[src/pnir_defs.vh]
// Purpose: shared constants for the next-page, preamble and interrupt register group
// Assumes: 5-bit management register addresses, 16-bit register words
// Notes: included by every design file of the block except the input synchroniser
`ifndef PNIR_DEFS_VH
`define PNIR_DEFS_VH

// register addresses
`define PNIR_ADDR_LP_NEXT_PAGE 5'h08
`define PNIR_ADDR_PREAMBLE_CTL 5'h14
`define PNIR_ADDR_FAULT_COUNT 5'h15
`define PNIR_ADDR_INT_CTL_STAT 5'h1B
`define PNIR_ADDR_PHY_CTL2 5'h1F

// partner next-page fields
`define PNIR_NP_MORE_BIT 15
`define PNIR_NP_ACK_BIT 14
`define PNIR_NP_MSG_PAGE_BIT 13
`define PNIR_NP_ACK2_BIT 12
`define PNIR_NP_TOGGLE_BIT 11
`define PNIR_NP_RESET 16'h0000

// preamble control fields
`define PNIR_PRE100_BIT 7
`define PNIR_PRE10_BIT 6
`define PNIR_PRE_LOW_FIXED 6'h01
`define PNIR_PRE100_STRAP 3'h4
`define PNIR_PRE100_RESET 1'b0
`define PNIR_PRE10_RESET 1'b0

// symbol error frame counter
`define PNIR_COUNT_RESET 16'h0000
`define PNIR_COUNT_MAX 16'hFFFF

// interrupt control/status fields
`define PNIR_INT_EN_LSB 8
`define PNIR_INT_EN_RESET 8'h00
`define PNIR_INT_FLAG_RESET 8'h00
`define PNIR_INT_LEVEL_BIT 9
`define PNIR_INT_LEVEL_RESET 1'b0

// management frame
`define PNIR_MGMT_PRE_MIN 6'h20
`define PNIR_MGMT_OP_READ 2'h2
`define PNIR_MGMT_OP_WRITE 2'h1
`define PNIR_MGMT_HDR_LAST 4'hB
`define PNIR_MGMT_DATA_LAST 4'hF

// receive preamble, counted in nibbles
`define PNIR_NIB_PRE 4'h5
`define PNIR_DROP_100 4'h2
`define PNIR_DROP_10 4'hE

`endif

[src/pnir_sync3.v]
// Purpose: three-stage input synchroniser with agreement filter
// Assumes: input is asynchronous to core_clk
// Notes: output only moves once stages two and three agree
`timescale 1ns/10ps
module pnir_sync3 (
  // clock and reset
  input wire core_clk,
  input wire reset_n,
  // signal
  input wire d_in,
  output reg q_out
);

reg s1_r;
reg s2_r;
reg s3_r;

always @(posedge core_clk or negedge reset_n) begin
  if (!reset_n) begin
    s1_r <= 1'b0;
    s2_r <= 1'b0;
    s3_r <= 1'b0;
    q_out <= 1'b0;
  end else begin
    s1_r <= d_in;
    s2_r <= s1_r;
    s3_r <= s2_r;
    // s1_r feeds s2_r only, to keep metastability off the filter
    if (s2_r == s3_r) begin
      q_out <= s2_r;
    end
  end
end

endmodule // pnir_sync3

[src/pnir_preamble.v]
// Purpose: receive preamble filter in front of the MII receive outputs
// Assumes: one nibble per nib_valid strobe, same clock as the register logic
// Notes: dropped nibbles show as rx_dv low; later nibbles pass unchanged
`timescale 1ns/10ps
`include "pnir_defs.vh"
module pnir_preamble (
  // clock and reset
  input wire core_clk,
  input wire reset_n,
  // controls
  input wire speed_100,
  input wire restore_100,
  input wire restore_10,
  // receive nibble stream in
  input wire nib_valid,
  input wire rx_dv,
  input wire [3:0] rxd,
  // filtered stream out
  output reg out_valid,
  output reg out_dv,
  output reg [3:0] out_rxd
);

reg [3:0] nib_cnt_r;
reg in_pre_r;
wire restore = speed_100 ? restore_100 : restore_10;
wire [3:0] drop_cnt = speed_100 ? `PNIR_DROP_100 : `PNIR_DROP_10;
wire drop = rx_dv && in_pre_r && !restore && (nib_cnt_r < drop_cnt) && (rxd == `PNIR_NIB_PRE);

always @(posedge core_clk or negedge reset_n) begin
  if (!reset_n) begin
    nib_cnt_r <= 4'h0;
    in_pre_r <= 1'b1;
    out_valid <= 1'b0;
    out_dv <= 1'b0;
    out_rxd <= 4'h0;
  end else begin
    out_valid <= nib_valid;
    if (nib_valid) begin
      out_dv <= rx_dv && !drop;
      out_rxd <= drop ? 4'h0 : rxd;
      if (!rx_dv) begin
        nib_cnt_r <= 4'h0;
        in_pre_r <= 1'b1;
      end else begin
        // stop dropping at the first nibble that is not preamble
        if (rxd != `PNIR_NIB_PRE) begin
          in_pre_r <= 1'b0;
        end
        if (nib_cnt_r != 4'hF) begin
          nib_cnt_r <= nib_cnt_r + 4'h1;
        end
      end
    end
  end
end

endmodule // pnir_preamble

[src/pnir_regs.v]
// Purpose: management-reachable next-page, preamble, error count and interrupt registers
// Assumes: MDC and MDIO arrive from the station manager and are oversampled by CORE_CLK
// Notes: MDC must stay well below CORE_CLK/8 so the three-stage inputs keep up
`timescale 1ns/10ps
`include "pnir_defs.vh"
module pnir_regs #(
  parameter [4:0] PHY_ADDR = 5'h01
) (
  // clock and reset
  input wire CORE_CLK,
  input wire RESET_N,
  // management pins
  input wire MDC,
  input wire MDIO_IN,
  output reg MDIO_OUT,
  output reg MDIO_OE,
  // configuration strap
  input wire [2:0] CONFIG,
  // partner next page word from auto-negotiation
  input wire [15:0] LP_NP_WORD,
  input wire LP_NP_LOAD,
  // receive datapath events
  input wire SPEED_100,
  input wire SYM_ERR_FRAME,
  // interrupt events, one-cycle pulses
  input wire JABBER_EV,
  input wire RX_ERR_EV,
  input wire PAGE_RX_EV,
  input wire PD_FAULT_EV,
  input wire LP_ACK_EV,
  input wire LINK_DOWN_EV,
  input wire REMOTE_FAULT_EV,
  input wire LINK_UP_EV,
  // interrupt pin
  output reg INTR_OUT,
  // receive nibble stream
  input wire RX_NIB_VALID,
  input wire RX_DV_IN,
  input wire [3:0] RXD_IN,
  output wire RX_NIB_VALID_OUT,
  output wire RX_DV_OUT,
  output wire [3:0] RXD_OUT
);

localparam [5:0] S_PRE = 6'b000001;
localparam [5:0] S_ST = 6'b000010;
localparam [5:0] S_HDR = 6'b000100;
localparam [5:0] S_TA = 6'b001000;
localparam [5:0] S_RD = 6'b010000;
localparam [5:0] S_WR = 6'b100000;

// synchronised pins
wire mdc_s;
wire mdio_s;
wire [2:0] cfg_s;

pnir_sync3 u_sync_mdc (
  .core_clk(CORE_CLK),
  .reset_n(RESET_N),
  .d_in(MDC),
  .q_out(mdc_s)
);

pnir_sync3 u_sync_mdio (
  .core_clk(CORE_CLK),
  .reset_n(RESET_N),
  .d_in(MDIO_IN),
  .q_out(mdio_s)
);

genvar gi;
generate
  for (gi = 0; gi < 3; gi = gi + 1) begin : g_cfg
    pnir_sync3 u_sync_cfg (
      .core_clk(CORE_CLK),
      .reset_n(RESET_N),
      .d_in(CONFIG[gi]),
      .q_out(cfg_s[gi])
    );
  end
endgenerate

// register state
reg [15:0] lp_np_r;
reg pre100_r;
reg pre10_r;
reg [15:0] fault_cnt_r;
reg [7:0] int_en_r;
reg [7:0] int_flag_r;
reg int_level_r;
reg [2:0] strap_cnt_r;
reg strap_done_r;

// management frame state
reg [5:0] state_r;
reg mdc_d_r;
reg [5:0] ones_r;
reg [3:0] bit_r;
reg [11:0] hdr_r;
reg [15:0] shift_r;
reg is_read_r;
reg wr_en_r;
reg [4:0] wr_addr_r;
reg [15:0] wr_data_r;

// the synchroniser leaves reset low while idle MDC is high: ignore that false rise
wire mdc_rise = mdc_s && !mdc_d_r && strap_done_r;
wire [11:0] hdr_full = {hdr_r[10:0], mdio_s};
wire [1:0] hdr_op = hdr_full[11:10];
wire [4:0] hdr_phy = hdr_full[9:5];
wire [4:0] hdr_reg = hdr_full[4:0];
wire hdr_done = (state_r == S_HDR) && mdc_rise && (bit_r == `PNIR_MGMT_HDR_LAST);
wire addr_hit = (hdr_phy == PHY_ADDR);
wire rd_take = hdr_done && addr_hit && (hdr_op == `PNIR_MGMT_OP_READ);
wire wr_take = hdr_done && addr_hit && (hdr_op == `PNIR_MGMT_OP_WRITE);

// self-clearing registers are captured and cleared in the same cycle
wire clr_flags = rd_take && (hdr_reg == `PNIR_ADDR_INT_CTL_STAT);
wire clr_count = rd_take && (hdr_reg == `PNIR_ADDR_FAULT_COUNT);

wire [7:0] ev_vec = {JABBER_EV, RX_ERR_EV, PAGE_RX_EV, PD_FAULT_EV,
                     LP_ACK_EV, LINK_DOWN_EV, REMOTE_FAULT_EV, LINK_UP_EV};

// read data mux
reg [15:0] rd_data;
always @* begin
  rd_data = 16'h0000;
  case (hdr_reg)
    `PNIR_ADDR_LP_NEXT_PAGE: begin
      rd_data = lp_np_r;
    end
    `PNIR_ADDR_PREAMBLE_CTL: begin
      rd_data = {8'h00, pre100_r, pre10_r, `PNIR_PRE_LOW_FIXED};
    end
    `PNIR_ADDR_FAULT_COUNT: begin
      rd_data = fault_cnt_r;
    end
    `PNIR_ADDR_INT_CTL_STAT: begin
      rd_data = {int_en_r, int_flag_r};
    end
    `PNIR_ADDR_PHY_CTL2: begin
      rd_data = 16'h0000;
      rd_data[`PNIR_INT_LEVEL_BIT] = int_level_r;
    end
    default: begin
      rd_data = 16'h0000;
    end
  endcase
end

// flags: a new event wins over the read that clears
wire [7:0] int_flag_nxt = (clr_flags ? 8'h00 : int_flag_r) | ev_vec;
wire [7:0] int_en_nxt = (wr_en_r && wr_addr_r == `PNIR_ADDR_INT_CTL_STAT) ?
                        wr_data_r[15:`PNIR_INT_EN_LSB] : int_en_r;
wire int_level_nxt = (wr_en_r && wr_addr_r == `PNIR_ADDR_PHY_CTL2) ?
                     wr_data_r[`PNIR_INT_LEVEL_BIT] : int_level_r;
wire int_any_nxt = |(int_flag_nxt & int_en_nxt);

// management frame engine
always @(posedge CORE_CLK or negedge RESET_N) begin
  if (!RESET_N) begin
    state_r <= S_PRE;
    mdc_d_r <= 1'b0;
    ones_r <= 6'h00;
    bit_r <= 4'h0;
    hdr_r <= 12'h000;
    shift_r <= 16'h0000;
    is_read_r <= 1'b0;
    wr_en_r <= 1'b0;
    wr_addr_r <= 5'h00;
    wr_data_r <= 16'h0000;
    MDIO_OUT <= 1'b0;
    MDIO_OE <= 1'b0;
  end else begin
    mdc_d_r <= mdc_s;
    wr_en_r <= 1'b0;
    if (mdc_rise) begin
      case (state_r)
        S_PRE: begin
          if (mdio_s) begin
            if (ones_r != `PNIR_MGMT_PRE_MIN) begin
              ones_r <= ones_r + 6'h01;
            end
          end else begin
            // start needs a full preamble of ones ahead of it
            if (ones_r == `PNIR_MGMT_PRE_MIN) begin
              state_r <= S_ST;
            end
            ones_r <= 6'h00;
          end
        end
        S_ST: begin
          bit_r <= 4'h0;
          state_r <= mdio_s ? S_HDR : S_PRE;
        end
        S_HDR: begin
          hdr_r <= hdr_full;
          bit_r <= bit_r + 4'h1;
          if (bit_r == `PNIR_MGMT_HDR_LAST) begin
            bit_r <= 4'h0;
            wr_addr_r <= hdr_reg;
            is_read_r <= rd_take;
            shift_r <= rd_data;
            // foreign address or opcode: go back to hunting for preamble
            state_r <= (rd_take || wr_take) ? S_TA : S_PRE;
          end
        end
        S_TA: begin
          bit_r <= bit_r + 4'h1;
          if (bit_r == 4'h0) begin
            if (is_read_r) begin
              MDIO_OE <= 1'b1;
              MDIO_OUT <= 1'b0;
            end
          end else begin
            bit_r <= 4'h0;
            if (is_read_r) begin
              MDIO_OUT <= shift_r[15];
              shift_r <= {shift_r[14:0], 1'b0};
              state_r <= S_RD;
            end else begin
              state_r <= S_WR;
            end
          end
        end
        S_RD: begin
          bit_r <= bit_r + 4'h1;
          if (bit_r == `PNIR_MGMT_DATA_LAST) begin
            MDIO_OE <= 1'b0;
            MDIO_OUT <= 1'b0;
            state_r <= S_PRE;
          end else begin
            MDIO_OUT <= shift_r[15];
            shift_r <= {shift_r[14:0], 1'b0};
          end
        end
        S_WR: begin
          bit_r <= bit_r + 4'h1;
          shift_r <= {shift_r[14:0], mdio_s};
          if (bit_r == `PNIR_MGMT_DATA_LAST) begin
            wr_en_r <= 1'b1;
            wr_data_r <= {shift_r[14:0], mdio_s};
            state_r <= S_PRE;
          end
        end
        default: begin
          state_r <= S_PRE;
          MDIO_OE <= 1'b0;
        end
      endcase
    end
  end
end

// register file
always @(posedge CORE_CLK or negedge RESET_N) begin
  if (!RESET_N) begin
    lp_np_r <= `PNIR_NP_RESET;
    pre100_r <= `PNIR_PRE100_RESET;
    pre10_r <= `PNIR_PRE10_RESET;
    fault_cnt_r <= `PNIR_COUNT_RESET;
    int_en_r <= `PNIR_INT_EN_RESET;
    int_flag_r <= `PNIR_INT_FLAG_RESET;
    int_level_r <= `PNIR_INT_LEVEL_RESET;
    strap_cnt_r <= 3'h0;
    strap_done_r <= 1'b0;
    INTR_OUT <= 1'b1;
  end else begin
    if (LP_NP_LOAD) begin
      lp_np_r <= LP_NP_WORD;
    end
    // strap is read once the synchroniser has settled after release
    if (!strap_done_r) begin
      strap_cnt_r <= strap_cnt_r + 3'h1;
      if (strap_cnt_r == 3'h5) begin
        strap_done_r <= 1'b1;
        pre100_r <= (cfg_s == `PNIR_PRE100_STRAP);
      end
    end
    if (wr_en_r && wr_addr_r == `PNIR_ADDR_PREAMBLE_CTL) begin
      pre100_r <= wr_data_r[`PNIR_PRE100_BIT];
      pre10_r <= wr_data_r[`PNIR_PRE10_BIT];
    end
    // count saturates rather than wrapping back to a small number
    if (clr_count) begin
      fault_cnt_r <= SYM_ERR_FRAME ? 16'h0001 : 16'h0000;
    end else if (SYM_ERR_FRAME && fault_cnt_r != `PNIR_COUNT_MAX) begin
      fault_cnt_r <= fault_cnt_r + 16'h0001;
    end
    int_flag_r <= int_flag_nxt;
    int_en_r <= int_en_nxt;
    int_level_r <= int_level_nxt;
    INTR_OUT <= int_level_nxt ? int_any_nxt : !int_any_nxt;
  end
end

// receive preamble handling
pnir_preamble u_preamble (
  .core_clk(CORE_CLK),
  .reset_n(RESET_N),
  .speed_100(SPEED_100),
  .restore_100(pre100_r),
  .restore_10(pre10_r),
  .nib_valid(RX_NIB_VALID),
  .rx_dv(RX_DV_IN),
  .rxd(RXD_IN),
  .out_valid(RX_NIB_VALID_OUT),
  .out_dv(RX_DV_OUT),
  .out_rxd(RXD_OUT)
);

endmodule // pnir_regs

[config.mk]
export PLATFORM = sky130hd
export DESIGN_NAME = pnir_regs
export DESIGN_NICKNAME = d
export VERILOG_FILES = /design/src/pnir_sync3.v /design/src/pnir_preamble.v /design/src/pnir_regs.v
export VERILOG_INCLUDE_DIRS = /design/src
export SDC_FILE = /design/constraint.sdc
export NUM_CORES = 1
export LEC_CHECK = 0
export ABC_CLOCK_PERIOD_IN_PS = 3900
export BUFFER_PORTS_ARGS = -buffer_cell sky130_fd_sc_hd__buf_4
export CORE_ASPECT_RATIO = 0.75
export CORE_UTILIZATION = 59
export DETAILED_ROUTE_END_ITERATION = 12
export MAX_ROUTING_LAYER = met4
export PLACE_DENSITY = 0.78
export RECOVER_POWER = 25
export SYNTH_ARGS = -nofsm -noshare
export SYNTH_HDL_FRONTEND = slang
export SYNTH_SLANG_ARGS = --single-unit
[constraint.sdc]
create_clock -name CORE_CLK -period 3.9 [get_ports CORE_CLK]
set_clock_uncertainty 0.2 [all_clocks]
set_input_delay 0.78 -clock CORE_CLK [delete_from_list [all_inputs] [get_ports CORE_CLK]]
set_output_delay 0.78 -clock CORE_CLK [all_outputs]
set_load 0.1 [all_outputs]
# Word level (Yosys, flattened, before mapping)
# Index checks and enable logic that the tools add are counted.
# totals
reg_bits	156
input_bits	40
out_inout_bits	9
elab_cells	196
# op_classes
addsub	5
order_cmp	1
n_eq_ne	45
n_mux	51
n_bitwise	3
reduce_logical	44
# ops
op	n
$mux 16	6
$pmux 16 s5	1
$pmux 16 s4	1
$mux 6	8
$eq 5x5->1 const B	7
$pmux 6 s5	1
$mux 4	7
$mux 1	21
$logic_and 1x1->1	18
$add 16x1->16 const B	1
$mux 8	2
$ne 16x16->1 const B	1
$ne 2x2->1 const B	8
$pmux 4 s4	1
$eq 6x6->1 const B	2
$reduce_and 3->1	4
$reduce_and 6->1	2
$ne 2x1->1 const B	5
$reduce_and 2->1	5
$add 4x1->4 const B	2
$and 8x8->8	1
$eq 4x4->1 const B	2
$or 8x8->8	1
$reduce_bool 4->1	2
30 further kinds	40

# Longest topological paths before layout
# Gate-level depths: netlist of run 1.
# depth
ltp_word	14
ltp_mapped	9
depth_no_buf	7

# Modules after synthesis
# From an unflattened synthesis of run 1, not the netlist that was laid out.
# unflattened
hier_cells	638
hier_area_um2	7038.0
# by_module_without_submodules
mod	instances	cells_per_inst	area_per_inst_um2
pnir_regs	1	562	5885.6
pnir_preamble	1	51	595.6
pnir_sync3	5	5	111.4

# Least setup slack after synthesis of run 1
# No wires, ideal clock.
# synth_path
kind	register -> register
start	register state_r[0]
end	register fault_cnt_r[0]
arrival_time_ns	2.308
required_time_ns	3.573
setup_slack_ns	1.265
stages_incl_launch_ff	9
path_buffers	2
cell_sequence	dfstp_2 buf_6 or4_4 nor3_4 nand2_2 nor3_4 and3_1 buf_6 mux2_1
# synth_between
elab_chain_cells	7
word_cells_on_any_way	8
# synth_rtl
element	line	text
start, declared	pnir_regs.v:95	reg [5:0] state_r;
start signal, assigned	pnir_regs.v:194	state_r <= mdio_s ? S_HDR : S_PRE;
start signal, assigned	pnir_regs.v:205	state_r <= (rd_take || wr_take) ? S_TA : S_PRE;
$eq 6x3->1 (*)	pnir_regs.v:112	wire hdr_done = (state_r == S_HDR) && mdc_rise && (bit_r == `PNIR_MGMT_HDR_LAST);
$logic_and 1x1->1 (*) (2 in series)	pnir_regs.v:112	
$logic_and 1x1->1 (*) (2 in series)	pnir_regs.v:114	wire rd_take = hdr_done && addr_hit && (hdr_op == `PNIR_MGMT_OP_READ);
$logic_and 1x1->1 (*)	pnir_regs.v:119	wire clr_count = rd_take && (hdr_reg == `PNIR_ADDR_FAULT_COUNT);
$mux 16 / $reduce_bool 2->1 (equally long branches)	--	
end signal, assigned	pnir_regs.v:261	fault_cnt_r <= `PNIR_COUNT_RESET;
end signal, assigned	pnir_regs.v:286	fault_cnt_r <= SYM_ERR_FRAME ? 16'h0001 : 16'h0000;
end signal, assigned	pnir_regs.v:288	fault_cnt_r <= fault_cnt_r + 16'h0001;
end, declared	pnir_regs.v:87	reg [15:0] fault_cnt_r;
# Mark *: on every way between the ends. The rest lies on a longest branch, timed or not.
# A chain may end at the register's enable or synchronous reset.

# Worst setup path after layout of run 1
# layout_path
start	register state_r[1]
end	register fault_cnt_r[0]
# The elaborated chain is that of the path after synthesis.

==> flow_summary.json, run 1 <==
{
  "status": "finished, violations left",
  "violations": "capacitance limit, slew limit",
  "arrival_ns": 3.10,
  "synth_area_leaders": "dfrtp_1, mux2_2, o21ai_0",
  "core_area_mm2": 0.0111,
  "root_buffer": "clkbuf_16",
  "die_area_mm2": 0.0119,
  "synthArstFlopShare_pct": 100,
  "dpl-instance-area_mm2": 0.00729,
  "drv_cap": 1,
  "timing.final.crit_share_pct": 77.0,
  "postCtsHoldBufs": 0,
  "cp-startpoint": "state_r[1]",
  "clkPwrFrac_pct": 42.3,
  "post_cts_buffers": 0,
  "layout.cells.non_filler": 803,
  "synthCells": 598,
  "p_leak_nw": 3.54,
  "rsz0062_at_grt": "false",
  "rr_worst_depth": 6,
  "worstSetupPathType": "reg -> reg",
  "die_h_um": 94.9,
  "worstSetupStartpointType": "flop",
  "yosys.area.top_type": "dfrtp_1",
  "vias_per_cell": 6.08,
  "fin_nets": 700,
  "dp_slack_ns": 0.950,
  "routedWlPerCell_um": 18.8,
  "grt-ovfl-total": 0,
  "r2r_start": "state_r[1]",
  "grt_max_degree": 83,
  "finalInstanceArea_mm2": 0.00788,
  "synth-edff-count": 0,
  "cts_tree": "yes",
  "synth-seq-cells": 150,
  "holdPathStages": 0,
  "powerDensity_mw_per_mm2": 501,
  "worst_pin_slew_ns": 2.02,
  "clockBufferDepth": 2,
  "r2r_slack_ns": 0.90,
  "synth_top_area_share_pct": 54.2,
  "insertedDiodeCount": 0,
  "wirelength_um": 15100,
  "synth_area_mm2": 0.00678,
  "slew_headroom_pct": -34.5,
  "crit_fanout": 13,
  "dp_cells": 771,
  "vias": 4886,
  "fin_crit_ns": 3.00,
  "grt_first_pass_wirelength_um": 24800,
  "ys_warn_count": 0,
  "multi_input_area_mm2": 0.00286,
  "ys_types": 58,
  "layout_commonest_cell": "dfrtp_1",
  "remaining_drc_errors": 0,
  "drt_iter0_drc": 476,
  "hold_ws_ns": 0.149,
  "worst_slack_ns": 0.897,
  "antenna_found_initial": 0,
  "tns_ns": 0,
  "intPower_w": 0.00289,
  "start_util_pct": 61.3,
  "fillerInstances": 781,
  "endpoint_kind": "flop",
  "reg2reg_to": "fault_cnt_r[0]",
  "cts_resized": 0,
  "grt_pass1_vias": 4729,
  "grt_use_total_pct": 28.4,
  "clk_pin_slew_ns": 0.06,
  "p_comb_share_pct": 11.7,
  "final_max_slew_viol_count": 82,
  "ir_drop_mv": 0.462,
  "hold_viol": 0,
  "fp.dieW_um": 126,
  "p_switching_w": 0.00105,
  "seq_area_mm2": 0.00376,
  "required_ns": 3.99,
  "switching_share_pct": 26.7,
  "detail_route.first_pass.iterations": 6,
  "yosys_most_used_dff": "dfrtp_1",
  "p_seq_share_pct": 46.0,
  "min_to": "g_cfg[2].u_sync_cfg.s2_r",
  "min_from": "g_cfg[2].u_sync_cfg.s1_r",
  "synth.avg_cell_area_um2": 11.3,
  "clock_latency_ns": 0.41,
  "clock.fmax_ghz": 0.333,
  "place.gp.congestion": 0.931,
  "layout_common_cells": "dfrtp_1, mux2_2, nor2_1",
  "port_buffers": 48,
  "hold_path.class": "reg -> reg",
  "numCtsBuffers": 17,
  "finalSetupViolCount": 0,
  "ioPinCount": 49,
  "synth_fp_nets": 648,
  "area_growth_pct": 16.2,
  "rows": 33,
  "clkSinkCount": 150,
  "ys_seq_area_share_pct": 55.4,
  "h-tree-depth": 4,
  "postRouteAntennaNets": 0,
  "dpl.hpwl_um": 10600,
  "drive_gt1_share_pct": 23.4
}
[area by class of cell]
| cell class | instances | share of cell area [%] |
|---|---|---|
| tap | 140 | 2.22 |
| clock inverter | 11 | 1.92 |
| sequential | 150 | 47.7 |
| multi-input combinational | 409 | 36.3 |
| clock buffer | 21 | 5.72 |
| inverter | 16 | 0.762 |
| timing repair buffer | 56 | 5.41 |
[stage by stage]
stage / utilization (%) / power, W
2_1_floorplan: - / 0.00213
3_3_place_gp: 65.9 / 0.00226
3_5_place_dp: 65.9 / 0.00229
4_1_cts: 71.3 / 0.00395
5_1_grt: 71.2 / 0.00409
6_report: 71.2 / 0.00394
[cells in the mapped netlist, types with 2 or more instances]
| master | number |
|---|---|
| dfrtp_1 | 147 |
| mux2_2 | 59 |
| nor2_1 | 54 |
| o21ai_0 | 49 |
| nand2_1 | 41 |
| a21oi_1 | 26 |
| nand3_1 | 20 |
| xor2_1 | 20 |
| inv_1 | 16 |
| a222oi_1 | 15 |
| clkbuf_1 | 15 |
| ha_1 | 10 |
| a21o_1 | 9 |
| nand4_1 | 9 |
| nor3_1 | 8 |
| nand2b_1 | 7 |
| a22oi_1 | 6 |
| xnor2_1 | 6 |
| maj3_1 | 5 |
| a31oi_1 | 4 |
| and2_1 | 4 |
| and3_1 | 4 |
| mux2i_1 | 4 |
| and4_1 | 3 |
| buf_2 | 3 |
| buf_6 | 3 |
| dfstp_2 | 3 |
| mux2_1 | 3 |
| nand4b_1 | 3 |
| nor2b_1 | 3 |
| or2_1 | 3 |
| or4_1 | 3 |
| a22o_1 | 2 |
| buf_1 | 2 |
| nand3b_1 | 2 |
| nor3_4 | 2 |
| nor4_1 | 2 |
| o211a_1 | 2 |
| o41ai_1 | 2 |
[sequential cells by signal, summed over array words and instances, names as in the netlist, 4 cells and up]
register,cells
fault_cnt_r,16
lp_np_r,16
shift_r,16
hdr_r,11
wr_data_r,10
int_en_r,8
int_flag_r,8
ones_r,6
state_r,6
wr_addr_r,5
bit_r,4
u_preamble.nib_cnt_r,4
u_preamble.out_rxd,4
[power groups by stage]
stage | clock network (W) | logic, W | registers (W)
floorplan | 0 | 0.000305 | 0.00182
global route | 0.00175 | 0.000513 | 0.00183
global placement | 0 | 0.000442 | 0.00182
CTS | 0.00168 | 0.000463 | 0.00181
detailed placement | 0 | 0.000458 | 0.00183
finish | 0.00167 | 0.000461 | 0.00182
[worst max-delay path: stages, from the launching register on]
cell and delay (ns):
dfrtp_1 0.46, or4_4 0.59, nor3_4 0.24, nand2_2 0.26, nor3_4 0.48, and3_1 0.31
mux2_1 0.34
[how the worst max path moves through the flow]
stage	end	slack (ns)	cells after the start
after floorplan	fault_cnt_r[0]	1.26	8
after global placement	fault_cnt_r[0]	1.04	6
after detailed placement	fault_cnt_r[0]	0.95	6
after CTS	fault_cnt_r[0]	0.92	6
after global routing	fault_cnt_r[0]	0.74	6
final	fault_cnt_r[0]	0.90	6
[cells by family after synthesis]
kind of cell             synth area share, %
AO/OA/AOI/OAI                           11.9
XOR/XNOR                                3.36
adder cells (fa/ha/maj)                 2.58
buffers and inverters                   2.55
flip-flops                              55.4
multiplexers                            10.9
AND/OR/NAND/NOR                         13.3
[per-layer routing]
layer,GRT usage (%),vias up,share of wire [%]
li1,-,2279,-
met1,40.6,2393,48
met2,41.2,199,45
met3,6.46,15,6.5
met4,7.23,0,0.88
met5,-,-,0
Power figures use the tool's default switching activity.
==> run 2, diff against run 1 <==
ABC_CLOCK_PERIOD_IN_PS = 2500   (was 3900)
CORE_UTILIZATION = 54   (was 59)
PLACE_DENSITY = 0.75   (was 0.78)
clock period = 2.5 ns   (was 3.9 ns; I/O delays follow)
==> flow_summary.json, run 2 (synthesis results as in run 1) <==
{
  "powerDensity_mw_per_mm2": 725,
  "wirelength_um": 16000,
  "top_layer": "met4",
  "worst_pin_slew_ns": 1.20,
  "layout_commonest_cell": "dfrtp_1",
  "die_area_mm2": 0.0130,
  "grt_pass1_vias": 4884,
  "place.gp.congestion": 0.915,
  "grt_first_pass_wirelength_um": 25200,
  "dp_cells": 815,
  "final_max_slew_viol_count": 0,
  "root_buffer": "clkbuf_16",
  "die_h_um": 99.1,
  "cp-startpoint": "state_r[1]",
  "numCtsBuffers": 17,
  "ioPinCount": 49,
  "grt_max_degree": 46,
  "drv_cap": 0,
  "path_common_cell": "nor3_4",
  "clk_pin_slew_ns": 0.07,
  "postRouteAntennaNets": 0,
  "layout_common_cells": "dfrtp_1, buf_4, mux2_2",
  "timing.final.crit_share_pct": 101,
  "cp_cell_sequence": "or4_4 > nor3_4 > nand2_2 > nor3_4 > buf_4 > nand4_4 > a21oi_2 > xor2_1",
  "detail_route.first_pass.iterations": 8,
  "cp-endpoint": "INTR_OUT",
  "core_area_mm2": 0.0123,
  "clockBufferDepth": 2,
  "p_leak_nw": 3.73,
  "cts_tree": "yes",
  "r2r_start": "state_r[1]",
  "crit_cells": 8,
  "area_growth_pct": 22.9,
  "cp_slowest_stage_delay_ns": 0.56,
  "drt_iter0_drc": 610,
  "fin_crit_ns": 2.53,
  "vias": 5146,
  "wl_met3_um": 1180,
  "arrival_ns": 2.69,
  "port_buffers": 48,
  "insertedDiodeCount": 0,
  "remaining_drc_errors": 0,
  "fp.dieW_um": 131,
  "hold_path.class": "in -> reg",
  "status": "finished, violations left",
  "violations": "setup timing",
  "dp_slack_ns": 0.0475,
  "routedWlPerCell_um": 18.6,
  "r2r_slack_ns": -0.03,
  "m1WireLength_um": 7350,
  "required_ns": 2.65,
  "fin_nets": 732,
  "endpoint_kind": "flop",
  "vias_per_cell": 5.98,
  "h-tree-depth": 4,
  "crit_fanout": 9,
  "clock_latency_ns": 0.43,
  "critPathTopFamily": "simple AND/OR/NAND/NOR gates",
  "fillerInstances": 889,
  "path_buf_inv": 1,
  "grt_use_total_pct": 25.9,
  "antenna_found_initial": 0,
  "rows": 35,
  "reg_top3": "fault_cnt_r x16, lp_np_r x16, shift_r x16",
  "cp_slowest_cell": "or4_4",
  "start_util_pct": 55.3,
  "drive_gt1_share_pct": 31.4,
  "layout.cells.non_filler": 861,
  "clock.fmax_ghz": 0.395,
  "grt-ovfl-total": 0,
  "clkSinkCount": 150,
  "slew_headroom_pct": 19.8,
  "met2_length_um": 7190,
  "finalSetupViolCount": 8,
  "worst_slack_ns": -0.0340,
  "rsz0062_at_grt": "true",
  "reg2reg_to": "INTR_OUT",
  "worstSetupStartpointType": "flop",
  "dpl.hpwl_um": 10700,
  "ir_drop_mv": 0.528,
  "worstSetupPathType": "reg -> reg",
  "rr_worst_depth": 8,
  "hold_viol": 0
}
-- run 2: changes by cell type in the layout (fill, tap and decap cells not counted), sizes merged --
| cell | delta |
|---|---|
| buf | +23 |
| dlygate4sd3 | +6 |
| inv | +6 |
| bufinv | -3 |
| clkinv | -3 |
| clkinvlp | +3 |
-- run 2: how the worst min path moves through the flow --
stage | slack [ns] | startpoint | end | depth (start not counted)
finish | 0.07 | PAGE_RX_EV | int_flag_r[5] | 2
global route | 0.05 | PAGE_RX_EV | int_flag_r[5] | 2
CTS | 0.06 | PAGE_RX_EV | int_flag_r[5] | 2
detailed placement | 0.14 | g_cfg[2].u_sync_cfg.s1_r | g_cfg[2].u_sync_cfg.s2_r | 0
global placement | 0.13 | u_sync_mdio.s1_r | u_sync_mdio.s2_r | 0
floorplan | 0.004 | RESET_N | MDIO_OE | 0
-- run 2: area by class of cell --
class / instances / area (um^2) / area share [%]
timing repair buffer: 88 / 749 / 8.99
tap: 166 / 208 / 2.49
multi-input combinational: 409 / 3020 / 36.2
inverter: 16 / 60.1 / 0.721
clock buffer: 18 / 429 / 5.15
clock inverter: 14 / 115 / 1.38
sequential: 150 / 3760 / 45.1
-- run 2: per-stage QoR --
stage	hold WS [ns]	power, W	cell area (um^2)	utilization, %	TNS, ns
2_1_floorplan	0.00441	0.00332	6780	-	-0.0856
3_3_place_gp	0.133	0.00361	7480	61.0	0
3_5_place_dp	0.138	0.00365	7480	61.0	0
4_1_cts	0.0632	0.00602	8090	65.9	0
5_1_grt	0.0543	0.00630	8340	68.0	-1.58
6_report	0.0677	0.00604	8340	68.0	-0.0599
-- run 2: layer usage --
metal,up-vias,global-route usage (%)
li1,2337,-
met1,2574,38.0
met2,208,35.9
met3,27,5.97
met4,0,6.98
met5,-,-
-- run 2: report_power, final --
| part | internal (W) | total, W | leakage, nW | switching [W] |
|---|---|---|---|---|
| sequential | 0.00260 | 0.00278 | 1.91 | 0.000179 |
| combinational | 0.000383 | 0.000873 | 1.56 | 0.000490 |
| clock | 0.00129 | 0.00238 | 0.258 | 0.00109 |
| total | 0.00428 | 0.00604 | 3.73 | 0.00176 |
-- run 2: what timing repair did --
action | CTS | global route
endpoints found under the setup margin | 0 | 28
endpoints found under the hold margin | 44 | 0
buffers inserted | 0 | 5
hold buffers | 6 | 0
resized for setup | 0 | 64
==> run 3, diff against run 2 <==
CELL_PAD_IN_SITES_DETAIL_PLACEMENT = 1   (was default)
CELL_PAD_IN_SITES_GLOBAL_PLACEMENT = 1   (was default)
CORE_MARGIN = 2   (was default)
CORE_UTILIZATION = 44   (was 54)
PLACE_DENSITY = default   (was 0.75)
PLACE_DENSITY_LB_ADDON = 0.1   (was default)
==> flow_summary.json, run 3 (synthesis results as in run 1) <==
{
  "core_area_mm2": 0.0152,
  "finalSetupViolCount": 8,
  "port_buffers": 48,
  "fp.dieW_um": 147,
  "powerDensity_mw_per_mm2": 763,
  "min_to": "int_flag_r[0]",
  "fillerInstances": 1567,
  "root_buffer": "clkbuf_16",
  "ir_drop_mv": 0.414,
  "r2r_start": "state_r[1]",
  "crit_fanout": 8,
  "rows": 39,
  "remaining_drc_errors": 0,
  "vias": 5005,
  "routedWlPerCell_um": 20.3,
  "h-tree-depth": 4,
  "worst_pin_slew_ns": 1.24,
  "die_h_um": 112,
  "drive_gt1_share_pct": 28.9,
  "worstSetupPathType": "reg -> reg",
  "clock.fmax_ghz": 0.392,
  "start_util_pct": 44.7,
  "cts_tree": "yes",
  "die_area_mm2": 0.0164,
  "reg2reg_to": "shift_r[7]",
  "p_leak_nw": 3.75,
  "hold_path.class": "in -> reg",
  "clkSinkCount": 150,
  "vias_per_cell": 5.57,
  "numCtsBuffers": 17,
  "drv_cap": 0,
  "dpl.hpwl_um": 12500,
  "place.gp.congestion": 0.853,
  "arrival_ns": 2.68,
  "rr_worst_depth": 10,
  "fin_nets": 731,
  "clockBufferDepth": 2,
  "endpoint_kind": "flop",
  "clock_latency_ns": 0.43,
  "holdPathStages": 2,
  "grt_use_total_pct": 23.3,
  "status": "finished, violations left",
  "rsz0062_at_grt": "true",
  "grt_max_degree": 58,
  "required_ns": 2.64,
  "layout_commonest_cell": "dfrtp_1",
  "grt_pass1_vias": 5336,
  "min_from": "LINK_UP_EV",
  "total_power_w": 0.00641,
  "final_max_slew_viol_count": 0,
  "post-route-util_pct": 55.4,
  "drt_iter0_drc": 308,
  "worst_slack_ns": -0.0485,
  "postRouteAntennaNets": 0,
  "fin_crit_ns": 2.55,
  "timing.final.crit_share_pct": 102,
  "dp_cells": 854,
  "worstSetupStartpointType": "flop",
  "antenna_found_initial": 0,
  "violations": "setup timing",
  "r2r_slack_ns": -0.05,
  "hold_ws_ns": 0.0771,
  "wirelength_um": 18200,
  "ioPinCount": 49,
  "clk_pin_slew_ns": 0.06,
  "hold_viol": 0,
  "detail_route.first_pass.iterations": 7,
  "grt-ovfl-total": 0,
  "area_growth_pct": 23.9,
  "layout_common_cells": "dfrtp_1, buf_4, mux2_2",
  "reg_top3": "fault_cnt_r x16, lp_np_r x16, shift_r x16",
  "slew_headroom_pct": 17.3,
  "grt_first_pass_wirelength_um": 28800,
  "layout.cells.non_filler": 899
}
## run 3: where the power goes
part | switching (W) | internal [W] | total (W)
logic | 0.000511 | 0.000383 | 0.000893
clock network | 0.00102 | 0.00170 | 0.00272
registers | 0.000188 | 0.00261 | 0.00279
total | 0.00172 | 0.00469 | 0.00641
## run 3: worst max path at each step
stage,start,to,slack (ns),cells after the start
after floorplan,state_r[0],fault_cnt_r[0],-0.09,8
after global placement,state_r[3],state_r[4],0.009,5
after CTS,state_r[5],state_r[5],0.004,5
final,state_r[1],shift_r[7],-0.05,10
after global routing,state_r[1],shift_r[7],-0.11,10
after detailed placement,state_r[1],state_r[5],0.003,6
## run 3: final cells by class
| class | instances | area [um^2] | share of cell area (%) |
|---|---|---|---|
| inverters | 16 | 60.1 | 0.715 |
| flip-flops and latches | 150 | 3760 | 44.7 |
| clock buffers | 21 | 450 | 5.36 |
| diodes | 1 | 2.50 | 0.0298 |
| clock inverters | 10 | 171 | 2.04 |
| repair buffers | 87 | 762 | 9.07 |
| well taps | 205 | 256 | 3.05 |
| multi-input cells | 409 | 2940 | 35.0 |
## run 3: metrics by stage
step,instance area (um^2),setup TNS (ns),setup slack (ns)
CTS,8220,0,0.00364
detailed placement,7530,0,0.00296
global placement,7530,0,0.00885
floorplan,6780,-0.0856,-0.0856
finish,8400,-0.107,-0.0485
global route,8400,-1.27,-0.115
## run 3: worst max-delay path, cell delays in order (launching register included)
cell and delay, ns:
dfrtp_1 0.39, or4_4 0.58, nor3_4 0.23, buf_6 0.15, a31oi_1 0.05, or2_1 0.26
nand4b_1 0.13, buf_6 0.16, clkbuf_16 0.16, nand2_1 0.06, o21ai_1 0.09
## run 3: routing by layer
metal | track usage [%] | up-vias | wire [um]
met3 | 4.63 | 9 | 676
met4 | 6.28 | 0 | 153
met1 | 33.1 | 2571 | 8870
li1 | - | 2329 | -
met2 | 34.6 | 96 | 8540
met5 | - | - | 0
## run 3: what timing repair did
item | in CTS | in global routing
pin swaps | 0 | 5
resized for setup | 1 | 44
hold buffers | 6 | 0
endpoints found under the setup margin | 2 | 51
setup buffers | 0 | 3
endpoints found under the hold margin | 48 | 0
cloned | 0 | 4
